===== config.mk =====
export PLATFORM = sky130hd
export DESIGN_NAME = cfg_pin_wake
export DESIGN_NICKNAME = d
export VERILOG_FILES = /design/src/hw/cfg_pin_pkg.sv /design/src/hw/cfg_pin_wake.sv
export SDC_FILE = /design/constraint.sdc
export NUM_CORES = 1
export LEC_CHECK = 0
export ABC_AREA = 1
export BUFFER_PORTS_ARGS = -buffer_cell sky130_fd_sc_hd__buf_2
export CORE_UTILIZATION = 56
export CTS_BUF_LIST = sky130_fd_sc_hd__clkbuf_4
export DETAILED_ROUTE_END_ITERATION = 10
export GPL_ROUTABILITY_DRIVEN = 0
export PLACE_DENSITY = 0.78
export SLEW_MARGIN = 10
export SYNTH_ARGS = -nofsm -noshare
export SYNTH_HDL_FRONTEND = slang
export SYNTH_SLANG_ARGS = --single-unit

===== constraint.sdc =====
create_clock -name clk_i -period 2.4 [get_ports clk_i]
set_input_delay 0.12 -clock clk_i [delete_from_list [all_inputs] [get_ports clk_i]]
set_output_delay 0.12 -clock clk_i [all_outputs]
set_load 0.02 [all_outputs]

===== src/hw/cfg_pin_pkg.sv =====
package cfg_pin_pkg;

   // ------------------------------------------------------------
   // Timing
   // ------------------------------------------------------------
   localparam int unsigned CLK_HZ = 10000000;
   localparam int unsigned LVL_WIDTH_1_MS = 1;
   localparam int unsigned LVL_WIDTH_5_MS = 5;
   localparam int unsigned LVL_WIDTH_30_MS = 30;
   localparam int unsigned IDLE_TIME_S = 5;
   localparam int unsigned SLOW_CLK_HZ = 30000;
   localparam int unsigned LVL_1_CYC = CLK_HZ / 1000 * LVL_WIDTH_1_MS;
   localparam int unsigned LVL_5_CYC = CLK_HZ / 1000 * LVL_WIDTH_5_MS;
   localparam int unsigned LVL_30_CYC = CLK_HZ / 1000 * LVL_WIDTH_30_MS;
   localparam int unsigned IDLE_CYC = CLK_HZ * IDLE_TIME_S;
   localparam int unsigned CNT_W = 26;

   // ------------------------------------------------------------
   // Enumerations
   // ------------------------------------------------------------
   typedef enum logic [1:0] {
      TRIG_RISE = 2'h0,
      TRIG_FALL = 2'h1,
      TRIG_HIGH = 2'h2,
      TRIG_LOW = 2'h3
   } trig_t;

   typedef enum logic [1:0] {
      LVL_W_1MS = 2'h0,
      LVL_W_5MS = 2'h1,
      LVL_W_30MS = 2'h2
   } lvl_width_t;

   typedef enum logic [1:0] {
      PIN_TWO_GPIO = 2'h0,
      PIN_TWO_PWR_GOOD = 2'h1,
      PIN_TWO_TRANSMIT_ACTIVITY_LED = 2'h2,
      PIN_TWO_SUSPEND = 2'h3
   } pin_two_fn_t;

   typedef enum logic [1:0] {
      PIN_A_GPIO = 2'h0,
      PIN_A_TRANSMIT_ACTIVITY_LED = 2'h1,
      PIN_A_TX_DRV_EN = 2'h2
   } pin_a_fn_t;

   typedef enum logic [1:0] {
      PIN_G_GPIO = 2'h0,
      PIN_G_PWR_GOOD = 2'h1,
      PIN_G_RECEIVE_ACTIVITY_LED = 2'h2,
      PIN_G_CHARGER = 2'h3
   } pin_g_fn_t;

   typedef enum logic [1:0] {
      SUSP_KEEP = 2'h0,
      SUSP_TRISTATE = 2'h1,
      SUSP_LOW = 2'h2,
      SUSP_HIGH = 2'h3
   } susp_state_t;

   typedef enum logic [1:0] {
      HID_PROTO_NONE = 2'h0,
      HID_PROTO_KEYBOARD = 2'h1,
      HID_PROTO_MOUSE = 2'h2
   } hid_proto_t;

   // ------------------------------------------------------------
   // Configuration record
   // ------------------------------------------------------------
   typedef struct packed {
      logic remote_wake_en;
      logic serial_num_en;
      logic suspend_active_high;
      logic ring_wake_en;
      logic ring_wake_rising;
      pin_two_fn_t pin_two_fn;
      pin_a_fn_t pin_a_fn;
      pin_g_fn_t pin_g_fn;
      logic charger_det_disable;
      logic charger_active_low;
      trig_t int_trig;
      lvl_width_t int_width;
      logic power_save_en;
      susp_state_t susp_state;
      logic [6:0] hid_addr;
      logic [15:0] hid_desc_addr;
      trig_t hid_int_trig;
      logic [2:0] hid_opt;
      logic hid_boot_subclass;
      hid_proto_t hid_proto;
   } cfg_t;

   localparam cfg_t CFG_DEFAULT = '{
      remote_wake_en: 1'b1,
      serial_num_en: 1'b0,
      suspend_active_high: 1'b0,
      ring_wake_en: 1'b0,
      ring_wake_rising: 1'b0,
      pin_two_fn: PIN_TWO_SUSPEND,
      pin_a_fn: PIN_A_TX_DRV_EN,
      pin_g_fn: PIN_G_CHARGER,
      charger_det_disable: 1'b0,
      charger_active_low: 1'b0,
      int_trig: TRIG_HIGH,
      int_width: LVL_W_30MS,
      power_save_en: 1'b1,
      susp_state: SUSP_KEEP,
      hid_addr: 7'h00,
      hid_desc_addr: 16'h0000,
      hid_int_trig: TRIG_RISE,
      hid_opt: 3'h0,
      hid_boot_subclass: 1'b0,
      hid_proto: HID_PROTO_NONE
   };

   // Bit positions of the optional request flags in hid_opt.
   localparam int unsigned OPT_IDLE = 0;
   localparam int unsigned OPT_PROTOCOL = 1;
   localparam int unsigned OPT_POWER = 2;

endpackage


===== src/hw/cfg_pin_wake.sv =====
`timescale 1ns/10ps
`default_nettype none

module cfg_pin_wake #(
   parameter int unsigned IDLE_CYCLES = cfg_pin_pkg::IDLE_CYC,
   parameter int unsigned LVL_30_CYCLES = cfg_pin_pkg::LVL_30_CYC
) (
   input wire logic clk_i,
   input wire logic reset_i,
   input wire logic ext_cfg_valid_i,
   input wire cfg_pin_pkg::cfg_t ext_cfg_i,
   input wire logic usb_suspend_i,
   input wire logic power_good_i,
   input wire logic tx_busy_i,
   input wire logic rx_busy_i,
   input wire logic tx_drv_en_i,
   input wire logic charger_det_i,
   input wire logic activity_i,
   input wire logic [2:0] gpio_out_i,
   input wire logic [2:0] gpio_oe_i,
   input wire logic ring_indicator_i,
   input wire logic io_pin_three_i,
   input wire logic hid_int_i,
   output logic io_pin_two_o,
   output logic io_pin_two_oe_o,
   output logic io_pin_a_o,
   output logic io_pin_a_oe_o,
   output logic io_pin_g_o,
   output logic io_pin_g_oe_o,
   output logic remote_wake_o,
   output logic interrupt_wake_o,
   output logic hid_int_o,
   output logic slow_clk_sel_o,
   output logic serial_num_en_o,
   output logic hid_present_o,
   output logic [6:0] hid_addr_o,
   output logic [15:0] hid_desc_addr_o,
   output logic [2:0] hid_opt_o,
   output logic hid_boot_subclass_o,
   output var cfg_pin_pkg::hid_proto_t hid_proto_o
);
   import cfg_pin_pkg::*;

   localparam int unsigned L1 = LVL_1_CYC;
   localparam int unsigned L5 = LVL_5_CYC;

   cfg_t cfg;
   logic cfg_loaded;
   logic [1:0] ring_sync;
   logic [1:0] int_sync;
   logic [1:0] hid_sync;
   logic ring_prev;
   logic int_prev;
   logic hid_prev;
   logic [CNT_W-1:0] int_lvl_cnt;
   logic [CNT_W-1:0] hid_lvl_cnt;
   logic [CNT_W-1:0] idle_cnt;
   logic [CNT_W-1:0] width_cyc;
   logic int_fire;
   logic hid_fire;
   logic ring_edge;
   logic [2:0] fn_val;
   logic [2:0] fn_oe;

   // ------------------------------------------------------------
   // Configuration load
   // ------------------------------------------------------------
   // Defaults apply at reset; a valid external image is taken once after it.
   always_ff @(posedge clk_i) begin
      if (reset_i) begin
         cfg <= CFG_DEFAULT;
         cfg_loaded <= 1'b0;
      end else if (ext_cfg_valid_i && !cfg_loaded) begin
         cfg <= ext_cfg_i;
         cfg_loaded <= 1'b1;
      end
   end

   // ------------------------------------------------------------
   // Input synchronisers
   // ------------------------------------------------------------
   // Pins are asynchronous, so each goes through two flops first.
   always_ff @(posedge clk_i) begin
      if (reset_i) begin
         ring_sync <= 2'h3;
         int_sync <= 2'h0;
         hid_sync <= 2'h0;
         ring_prev <= 1'b1;
         int_prev <= 1'b0;
         hid_prev <= 1'b0;
      end else begin
         ring_sync <= {ring_sync[0], ring_indicator_i};
         int_sync <= {int_sync[0], io_pin_three_i};
         hid_sync <= {hid_sync[0], hid_int_i};
         ring_prev <= ring_sync[1];
         int_prev <= int_sync[1];
         hid_prev <= hid_sync[1];
      end
   end

   // ------------------------------------------------------------
   // Trigger detection
   // ------------------------------------------------------------
   // The level width is picked from the configured selection.
   always_comb begin
      case (cfg.int_width)
         LVL_W_1MS: width_cyc = CNT_W'(L1);
         LVL_W_5MS: width_cyc = CNT_W'(L5);
         default: width_cyc = CNT_W'(LVL_30_CYCLES);
      endcase
   end

   // Ring edge per configured direction.
   always_comb begin
      if (cfg.ring_wake_rising) begin
         ring_edge = ring_sync[1] && !ring_prev;
      end else begin
         ring_edge = !ring_sync[1] && ring_prev;
      end
   end

   // Level counters saturate one past the width so a held level fires once;
   // any release restarts the count from zero.
   always_ff @(posedge clk_i) begin
      if (reset_i) begin
         int_lvl_cnt <= '0;
      end else if (int_sync[1] != (cfg.int_trig == TRIG_HIGH)) begin
         int_lvl_cnt <= '0;
      end else if (int_lvl_cnt <= width_cyc) begin
         int_lvl_cnt <= int_lvl_cnt + CNT_W'(1);
      end
   end

   // The HID target line uses the same width selection as pin three.
   always_ff @(posedge clk_i) begin
      if (reset_i) begin
         hid_lvl_cnt <= '0;
      end else if (hid_sync[1] != (cfg.hid_int_trig == TRIG_HIGH)) begin
         hid_lvl_cnt <= '0;
      end else if (hid_lvl_cnt <= width_cyc) begin
         hid_lvl_cnt <= hid_lvl_cnt + CNT_W'(1);
      end
   end

   always_comb begin
      case (cfg.int_trig)
         TRIG_RISE: int_fire = int_sync[1] && !int_prev;
         TRIG_FALL: int_fire = !int_sync[1] && int_prev;
         default: int_fire = (int_lvl_cnt == width_cyc);
      endcase
      case (cfg.hid_int_trig)
         TRIG_RISE: hid_fire = hid_sync[1] && !hid_prev;
         TRIG_FALL: hid_fire = !hid_sync[1] && hid_prev;
         default: hid_fire = (hid_lvl_cnt == width_cyc);
      endcase
   end

   // One-cycle event pulses.
   always_ff @(posedge clk_i) begin
      if (reset_i) begin
         interrupt_wake_o <= 1'b0;
         hid_int_o <= 1'b0;
         remote_wake_o <= 1'b0;
      end else begin
         interrupt_wake_o <= int_fire;
         hid_int_o <= hid_fire && (cfg.hid_addr != 7'h00);
         // Wake only while suspended, since the host ignores it otherwise.
         remote_wake_o <= cfg.remote_wake_en && usb_suspend_i &&
            ((cfg.ring_wake_en && ring_edge) || int_fire);
      end
   end

   // ------------------------------------------------------------
   // Idle clock switch
   // ------------------------------------------------------------
   // Any activity returns to the fast clock at once and restarts the count.
   always_ff @(posedge clk_i) begin
      if (reset_i) begin
         idle_cnt <= '0;
         slow_clk_sel_o <= 1'b0;
      end else if (activity_i || !cfg.power_save_en) begin
         idle_cnt <= '0;
         slow_clk_sel_o <= 1'b0;
      end else if (idle_cnt < CNT_W'(IDLE_CYCLES)) begin
         idle_cnt <= idle_cnt + CNT_W'(1);
      end else begin
         slow_clk_sel_o <= 1'b1;
      end
   end

   // ------------------------------------------------------------
   // Pin function mux
   // ------------------------------------------------------------
   // Function value and enable before the suspend override; index 0 is pin
   // two, 1 is pin A, 2 is pin G.
   always_comb begin
      fn_oe = 3'h7;
      case (cfg.pin_two_fn)
         PIN_TWO_GPIO: begin
            fn_val[0] = gpio_out_i[0];
            fn_oe[0] = gpio_oe_i[0];
         end
         PIN_TWO_PWR_GOOD: fn_val[0] = !power_good_i;
         PIN_TWO_TRANSMIT_ACTIVITY_LED: fn_val[0] = tx_busy_i;
         default: fn_val[0] = usb_suspend_i ~^ cfg.suspend_active_high;
      endcase
      case (cfg.pin_a_fn)
         PIN_A_GPIO: begin
            fn_val[1] = gpio_out_i[1];
            fn_oe[1] = gpio_oe_i[1];
         end
         PIN_A_TRANSMIT_ACTIVITY_LED: fn_val[1] = tx_busy_i;
         default: fn_val[1] = tx_drv_en_i;
      endcase
      case (cfg.pin_g_fn)
         PIN_G_GPIO: begin
            fn_val[2] = gpio_out_i[2];
            fn_oe[2] = gpio_oe_i[2];
         end
         PIN_G_PWR_GOOD: fn_val[2] = !power_good_i;
         PIN_G_RECEIVE_ACTIVITY_LED: fn_val[2] = rx_busy_i;
         default: begin
            fn_val[2] = charger_det_i ^ cfg.charger_active_low;
            fn_oe[2] = !cfg.charger_det_disable;
         end
      endcase
   end

   // Suspend pin state override, registered so every pin comes from a flop.
   logic [2:0] pin_val;
   logic [2:0] pin_oe;
   genvar gi;
   generate
      for (gi = 0; gi < 3; gi++) begin : g_pin
         always_ff @(posedge clk_i) begin
            if (reset_i) begin
               pin_val[gi] <= 1'b0;
               pin_oe[gi] <= 1'b0;
            end else if (usb_suspend_i && cfg.susp_state != SUSP_KEEP) begin
               pin_val[gi] <= (cfg.susp_state == SUSP_HIGH);
               pin_oe[gi] <= (cfg.susp_state != SUSP_TRISTATE);
            end else begin
               pin_val[gi] <= fn_val[gi];
               pin_oe[gi] <= fn_oe[gi];
            end
         end
      end
   endgenerate

   assign io_pin_two_o = pin_val[0];
   assign io_pin_two_oe_o = pin_oe[0];
   assign io_pin_a_o = pin_val[1];
   assign io_pin_a_oe_o = pin_oe[1];
   assign io_pin_g_o = pin_val[2];
   assign io_pin_g_oe_o = pin_oe[2];

   // ------------------------------------------------------------
   // Descriptor settings
   // ------------------------------------------------------------
   // Registered copies for the USB and I2C engines.
   always_ff @(posedge clk_i) begin
      if (reset_i) begin
         serial_num_en_o <= 1'b0;
         hid_present_o <= 1'b0;
         hid_addr_o <= 7'h00;
         hid_desc_addr_o <= 16'h0000;
         hid_opt_o <= 3'h0;
         hid_boot_subclass_o <= 1'b0;
         hid_proto_o <= HID_PROTO_NONE;
      end else begin
         serial_num_en_o <= cfg.serial_num_en;
         hid_present_o <= (cfg.hid_addr != 7'h00);
         hid_addr_o <= cfg.hid_addr;
         hid_desc_addr_o <= cfg.hid_desc_addr;
         hid_opt_o <= cfg.hid_opt;
         hid_boot_subclass_o <= cfg.hid_boot_subclass;
         hid_proto_o <= cfg.hid_proto;
      end
   end

endmodule

`default_nettype wire


Word-level counts from Yosys, hierarchy flattened
Index checks and enable logic that the tools add are counted.
{"block": "word_totals", "in_bits": 70, "regBits": 180, "out_inout_bits": 41}
{"block": "classes", "n_reduce_logical": 36, "addsub": 3, "n_mux": 16, "order_cmp": 3, "bitwise": 2, "eq_ne": 16}
{"operator": "26-bit by 1-bit adder with 26-bit output, second input constant", "count": 3}
{"operator": "26-bit == test", "count": 2}
{"operator": "26-bit <= comparator", "count": 2}
{"operator": "19-bit case mux with 2 select lines", "count": 1}
{"operator": "26-bit < comparator, second input constant", "count": 1}
{"operator": "2-bit by 1-bit == test with 1-bit output, second input constant", "count": 6}
{"operator": "1-bit logical AND", "count": 12}
{"operator": "2-bit logical NOT", "count": 6}
{"operator": "2-bit == test, second input constant", "count": 5}
{"operator": "1-bit logical NOT", "count": 10}
{"operator": "1-bit two-way mux", "count": 9}
{"operator": "1-bit case mux with 2 select lines", "count": 4}
{"operator": "2-bit OR reduction", "count": 4}
{"operator": "7-bit nonzero test", "count": 1}
{"operator": "1-bit case mux with 3 select lines", "count": 2}
{"operator": "1-bit logical OR", "count": 2}
{"operator": "1-bit inequality test", "count": 2}
{"operator": "2-bit by 1-bit inequality test with 1-bit output, second input constant", "count": 1}
{"operator": "2-bit nonzero test", "count": 1}
{"operator": "1-bit XNOR", "count": 1}
{"operator": "1-bit XOR", "count": 1}

Logic depth before layout (Yosys ltp)
{"block": "depth", "depth_word": 6, "ltp_mapped": 16}

Least setup slack after synthesis
No wires, ideal clock.
{"block": "synth_path", "path_kind": "reg-to-reg", "from": "register cfg[35] in the netlist's numbering", "to": "register hid_lvl_cnt[11]", "setup_slack_ns": 0.472, "setup_time_ns": 0.115, "arrival_time_ns": 1.813, "path_stages_with_launch": 12, "n_path_buf": 1, "cell_sequence": "dfxtp_1 inv_1 nand2_1 ha_1 nand2_1 inv_1 nand2_1 nor2_1 nand4_4 clkbuf_1 a21oi_1 nor2_1"}
{"block": "synth_via", "elab_chain_cells": 3, "word_cells_on_any_way": 4, "classes_between": "order compare (1); eq/ne (1); mux (1); reduce/logical (1)"}
{"item": "start, declared", "line_no": "cfg_pin_wake.sv:47", "text": "cfg_t cfg;"}
{"item": "start signal, assigned", "line_no": "cfg_pin_wake.sv:74", "text": "cfg <= ext_cfg_i;"}
{"item": "2-bit by 1-bit == test with 1-bit output or 2-bit logical NOT (tied branches)", "line_no": "cfg_pin_wake.sv:106", "text": "case (cfg.int_width)"}
{"item": "19-bit case mux with 2 select lines (*)", "line_no": "cfg_pin_wake.sv:106"}
{"item": "26-bit <= comparator (*)", "line_no": "cfg_pin_wake.sv:140", "text": "end else if (hid_lvl_cnt <= width_cyc) begin"}
{"item": "end signal, assigned", "line_no": "cfg_pin_wake.sv:141", "text": "hid_lvl_cnt <= hid_lvl_cnt + CNT_W'(1);"}
{"item": "end, declared", "line_no": "cfg_pin_wake.sv:56", "text": "logic [CNT_W-1:0] hid_lvl_cnt;"}
Every way passes the cells marked *; elsewhere a longest branch is shown, timed or not.
A chain may end at the register's enable or synchronous reset.

Worst setup path after layout
{"block": "layout_path", "from": "register cfg[32] in the netlist's numbering", "to": "register pin_val[1] (netlist: io_pin_a_o)"}
{"block": "layout_via", "elab_chain_cells": 3, "word_cells_on_any_way": 4, "classes_between": "eq/ne (1); mux (1); reduce/logical (2)"}
{"item": "2-bit nonzero test", "line_no": "cfg_pin_wake.sv:239", "text": "end else if (usb_suspend_i && cfg.susp_state != SUSP_KEEP) begin"}
{"item": "1-bit logical AND", "line_no": "cfg_pin_wake.sv:239"}
{"item": "1-bit two-way mux (*)", "line_no": "cfg_pin_wake.sv:239"}
{"item": "end signal, assigned by index", "line_no": "cfg_pin_wake.sv:240", "text": "pin_val[gi] <= (cfg.susp_state == SUSP_HIGH);"}
{"item": "end signal, assigned by index", "line_no": "cfg_pin_wake.sv:243", "text": "pin_val[gi] <= fn_val[gi];"}
{"item": "end, declared", "line_no": "cfg_pin_wake.sv:230", "text": "logic [2:0] pin_val;"}
Marked as above.

==> results.txt <==
- Setup repair after global routing left no endpoint under its margin.
- Most frequent cells after synthesis: sky130_fd_sc_hd__nand2_1 (272), sky130_fd_sc_hd__nor2_1 (211), sky130_fd_sc_hd__dfxtp_1 (180)
* Slew of the pin with the lowest slew margin: 748 ps
* Starting Density: 57.3%
* Number of failing hold endpoints at the final stage: 1
* Number of register bits inferred by synthesis: 180
- The routed design has about 21,000 um of wire.
- In the final routed layout, each cell accounts on average for 13.2 um.
- The biggest area contributor in the post-synthesis netlist is sky130_fd_sc_hd__dfxtp_1.
- In the global route stage, overall resource usage came out at 27.4%.
- Dividing the detail-routed via count by the number of cells gives 5.18.
- Fin cells: 1,608
- After global routing the overflow that remains totals 0.
* Total negative slack for setup checks: 0 ps
- Data arrival time at the worst-slack endpoint: 2730 ps
- Buffers on Ports: 110
- The setup path with the least slack is of type reg2reg.
- At the placement stage, the worst setup path has a slack of 297 ps.
- Endpoints failing setup: 0
- Vertical die dimension: 126 um
- Summed instance area of the synthesized netlist: 8670 um^2
- DRT iter0 DRCs: 684
- Level count of the clock H-tree: 4
- Static Leakage: around 4.7 nW
- Critical Path RT: 2970 ps
- The clock arrives with 33.5 ps of skew.
- After clock tree synthesis, the clock-pin slew on the worst setup and hold paths is 190 ps.
- After detailed routing, the number of remaining DRC violations is 0.
- The number of global-route vias before repair is 7,753.
- Timing would allow up to 0.463 GHz.
- Number of placed I/O pins: 111
* Number of placed cells counting well taps: ~1,500
* Maximum fanout count along the critical path: 4
- Die Outline Area: 16,000 um^2
- Final design utilization: 69.1%
- The final count of pins violating max slew came to 0.
- The most used flip-flop cell after synthesis is sky130_fd_sc_hd__dfxtp_1.
* Antenna-violating nets left: 0
* Filler instances: ~1,200
- Detailed-route via count: about 8,300
* Failing checks: hold timing
* Bufs on Longest Clock Path: 2
- The Yosys step of the flow raised 0 warnings.
* Minimum setup slack in the final design: approximately 240 ps
* Count of flip-flops with a built-in enable after synthesis: 0
- Sequential elements use between 40% and 50% of the synthesized area.
- Floorplan die width: between 100 and 150 um
- Final Net Count: 1,504
- The worst setup path is launched from a register.
- In this run, distinct cell masters in the synthesized netlist total 37.
- Post-synth top area share: between 40% and 50%
* Area contributors post-synth: sky130_fd_sc_hd__dfxtp_1 (42%), sky130_fd_sc_hd__nand2_1 (12%), sky130_fd_sc_hd__nor2_1 (9.1%)
- Dividing the synthesized area by the synthesized cell count gives 7.05 um^2.
- The clock drives 180 sinks.
* Count of mapped cells out of synthesis: around 1,200
- Before antenna repair, the detailed router went through 8 iterations.
* Kind of capture point of the worst setup path: register
- Slew headroom: roughly 50%
- Most repeated cell in the gate-level netlist after synthesis: sky130_fd_sc_hd__nand2_1
- Pwr Total: 6.76 mW
* Mapped Nets: 1,329
* Clock Latency Late Sink: 610 ps
- Pin count of the biggest net entering global routing: between 50 and 60
* Syn-to-layout area delta: 20.7%
- The worst hold path belongs to the class in2reg.
- Run status: complete, but fails checks
- The initial antenna violation count is 2.
- Fraction of final layout cells with drive strength greater than 1: 13.2%
- Post-DP HPWL: ~14,000 um
* Worst VDD drop: approximately 0.51 mV
- Power per cell area: 646 nW/um^2
- Max Cap Violations: 0
- Minimum clock period: ~2200 ps
- Post CTS Setup Buffer Count: 0
- Site row count: 45
- On the final layout, the worst hold slack is -83.4 ps.
- The first global-routing pass estimated 35,700 um of wire.
- Fraction of synthesis flops using an asynchronous set or reset pin: 0%
- Clock buffer count from CTS: 17
- The tree is rooted in a sky130_fd_sc_hd__clkbuf_4.
- In the finished design, the share of the clock period the worst path needs comes to 90.0%.
- CTS tree: yes
- Placeable Area: 15,100 um^2
-- logic make-up (layout without fill, tap and decap cells) --
| logic type | after synthesis | after routing | share of synthesized area [%] |
|---|---|---|---|
| adder cells (fa/ha/maj) | 29 | 29 | 4.18 |
| AO/OA/AOI/OAI | 180 | 180 | 10.9 |
| XOR/XNOR | 50 | 50 | 5.05 |
| AND/OR/NAND/NOR | 595 | 595 | 29.0 |
| flip-flops | 180 | 180 | 41.5 |
| buffers and inverters | 196 | 384 | 9.32 |
| other | 0 | 2 | 0 |
-- final cells by class --
type / instances / area [um^2] / area share (%)
clock buffer: 17 / 128 / 1.22
tap: 188 / 235 / 2.25
inverter: 153 / 574 / 5.49
sequential: 180 / 3610 / 34.4
multi-input combinational: 854 / 4280 / 40.9
clock inverter: 15 / 231 / 2.21
antenna: 2 / 5.00 / 0.0478
timing repair buffer: 199 / 1410 / 13.5
-- final timing paths --
check	from	end	slack [ps]	depth (start not counted)
setup reg to reg	cfg[32]	io_pin_a_o	240	5
setup / recovery	cfg[32]	io_pin_a_o	240	5
hold reg to reg	int_sync[0]	int_sync[1]	430	2
hold / removal	charger_det_i	io_pin_g_o	-80	4
-- per-layer routing --
layer / global-route usage [%] / wire length (um) / vias to the layer above
met5: 0 / 0 / -
li1: - / - / 4230
met2: 47.4 / 10400 / 324
met4: 11.3 / 546 / 0
met3: 5.31 / 1270 / 49
met1: 33.4 / 9070 / 3733
-- worst max-delay path, cell delays in order (launching register included) --
cell and delay, ps:
sky130_fd_sc_hd__dfxtp_1 380, sky130_fd_sc_hd__o21ai_1 320, sky130_fd_sc_hd__o211ai_1 130, sky130_fd_sc_hd__dlygate4sd3_1 590, sky130_fd_sc_hd__a21oi_1 120, sky130_fd_sc_hd__dlygate4sd3_1 580
-- state kept, by name, indices dropped and copies added (netlist names), 3 cells and up --
register,flops
cfg,51
hid_addr_o,7
hid_desc_addr_o,16
hid_lvl_cnt,26
hid_opt_o,3
idle_cnt,26
int_lvl_cnt,26
-- repair_timing --
action,CTS,global route
hold endpoints to repair,68,0
hold buffers,73,0
setup endpoints to repair,0,2
resized for setup,0,4
-- through the flow --
step / hold WS, ps / area (um^2)
after floorplan: 224 / 8670
after global placement: 302 / 9380
after detailed placement: 311 / 9380
after CTS: 222 / 10500
after global routing: 9.48 / 10500
final: -83.4 / 10500
-- layout by cell type, fill, tap and decap left out, drive strengths merged, types with 5 or more instances in the layout --
master and count:
clkbuf 17, o21ai 57, xnor2 13, inv 158
xor2 37, nand3 60, dfxtp 180, dlygate4sd3 72
nor3 16, nand2 276, buf 127, nand3b 6
a21oi 106, clkinv 8, o211ai 12, nor2 215
ha 29, nand4 13, or2 5
-- power breakdown --
| group | internal [mW] | leakage (nW) | switching (mW) |
|---|---|---|---|
| sequential | 3.22 | 1.47 | 0.197 |
| combinational | 0.564 | 3.00 | 0.813 |
| clock | 0.701 | 0.185 | 1.27 |
Power figures use the tool's default switching activity.
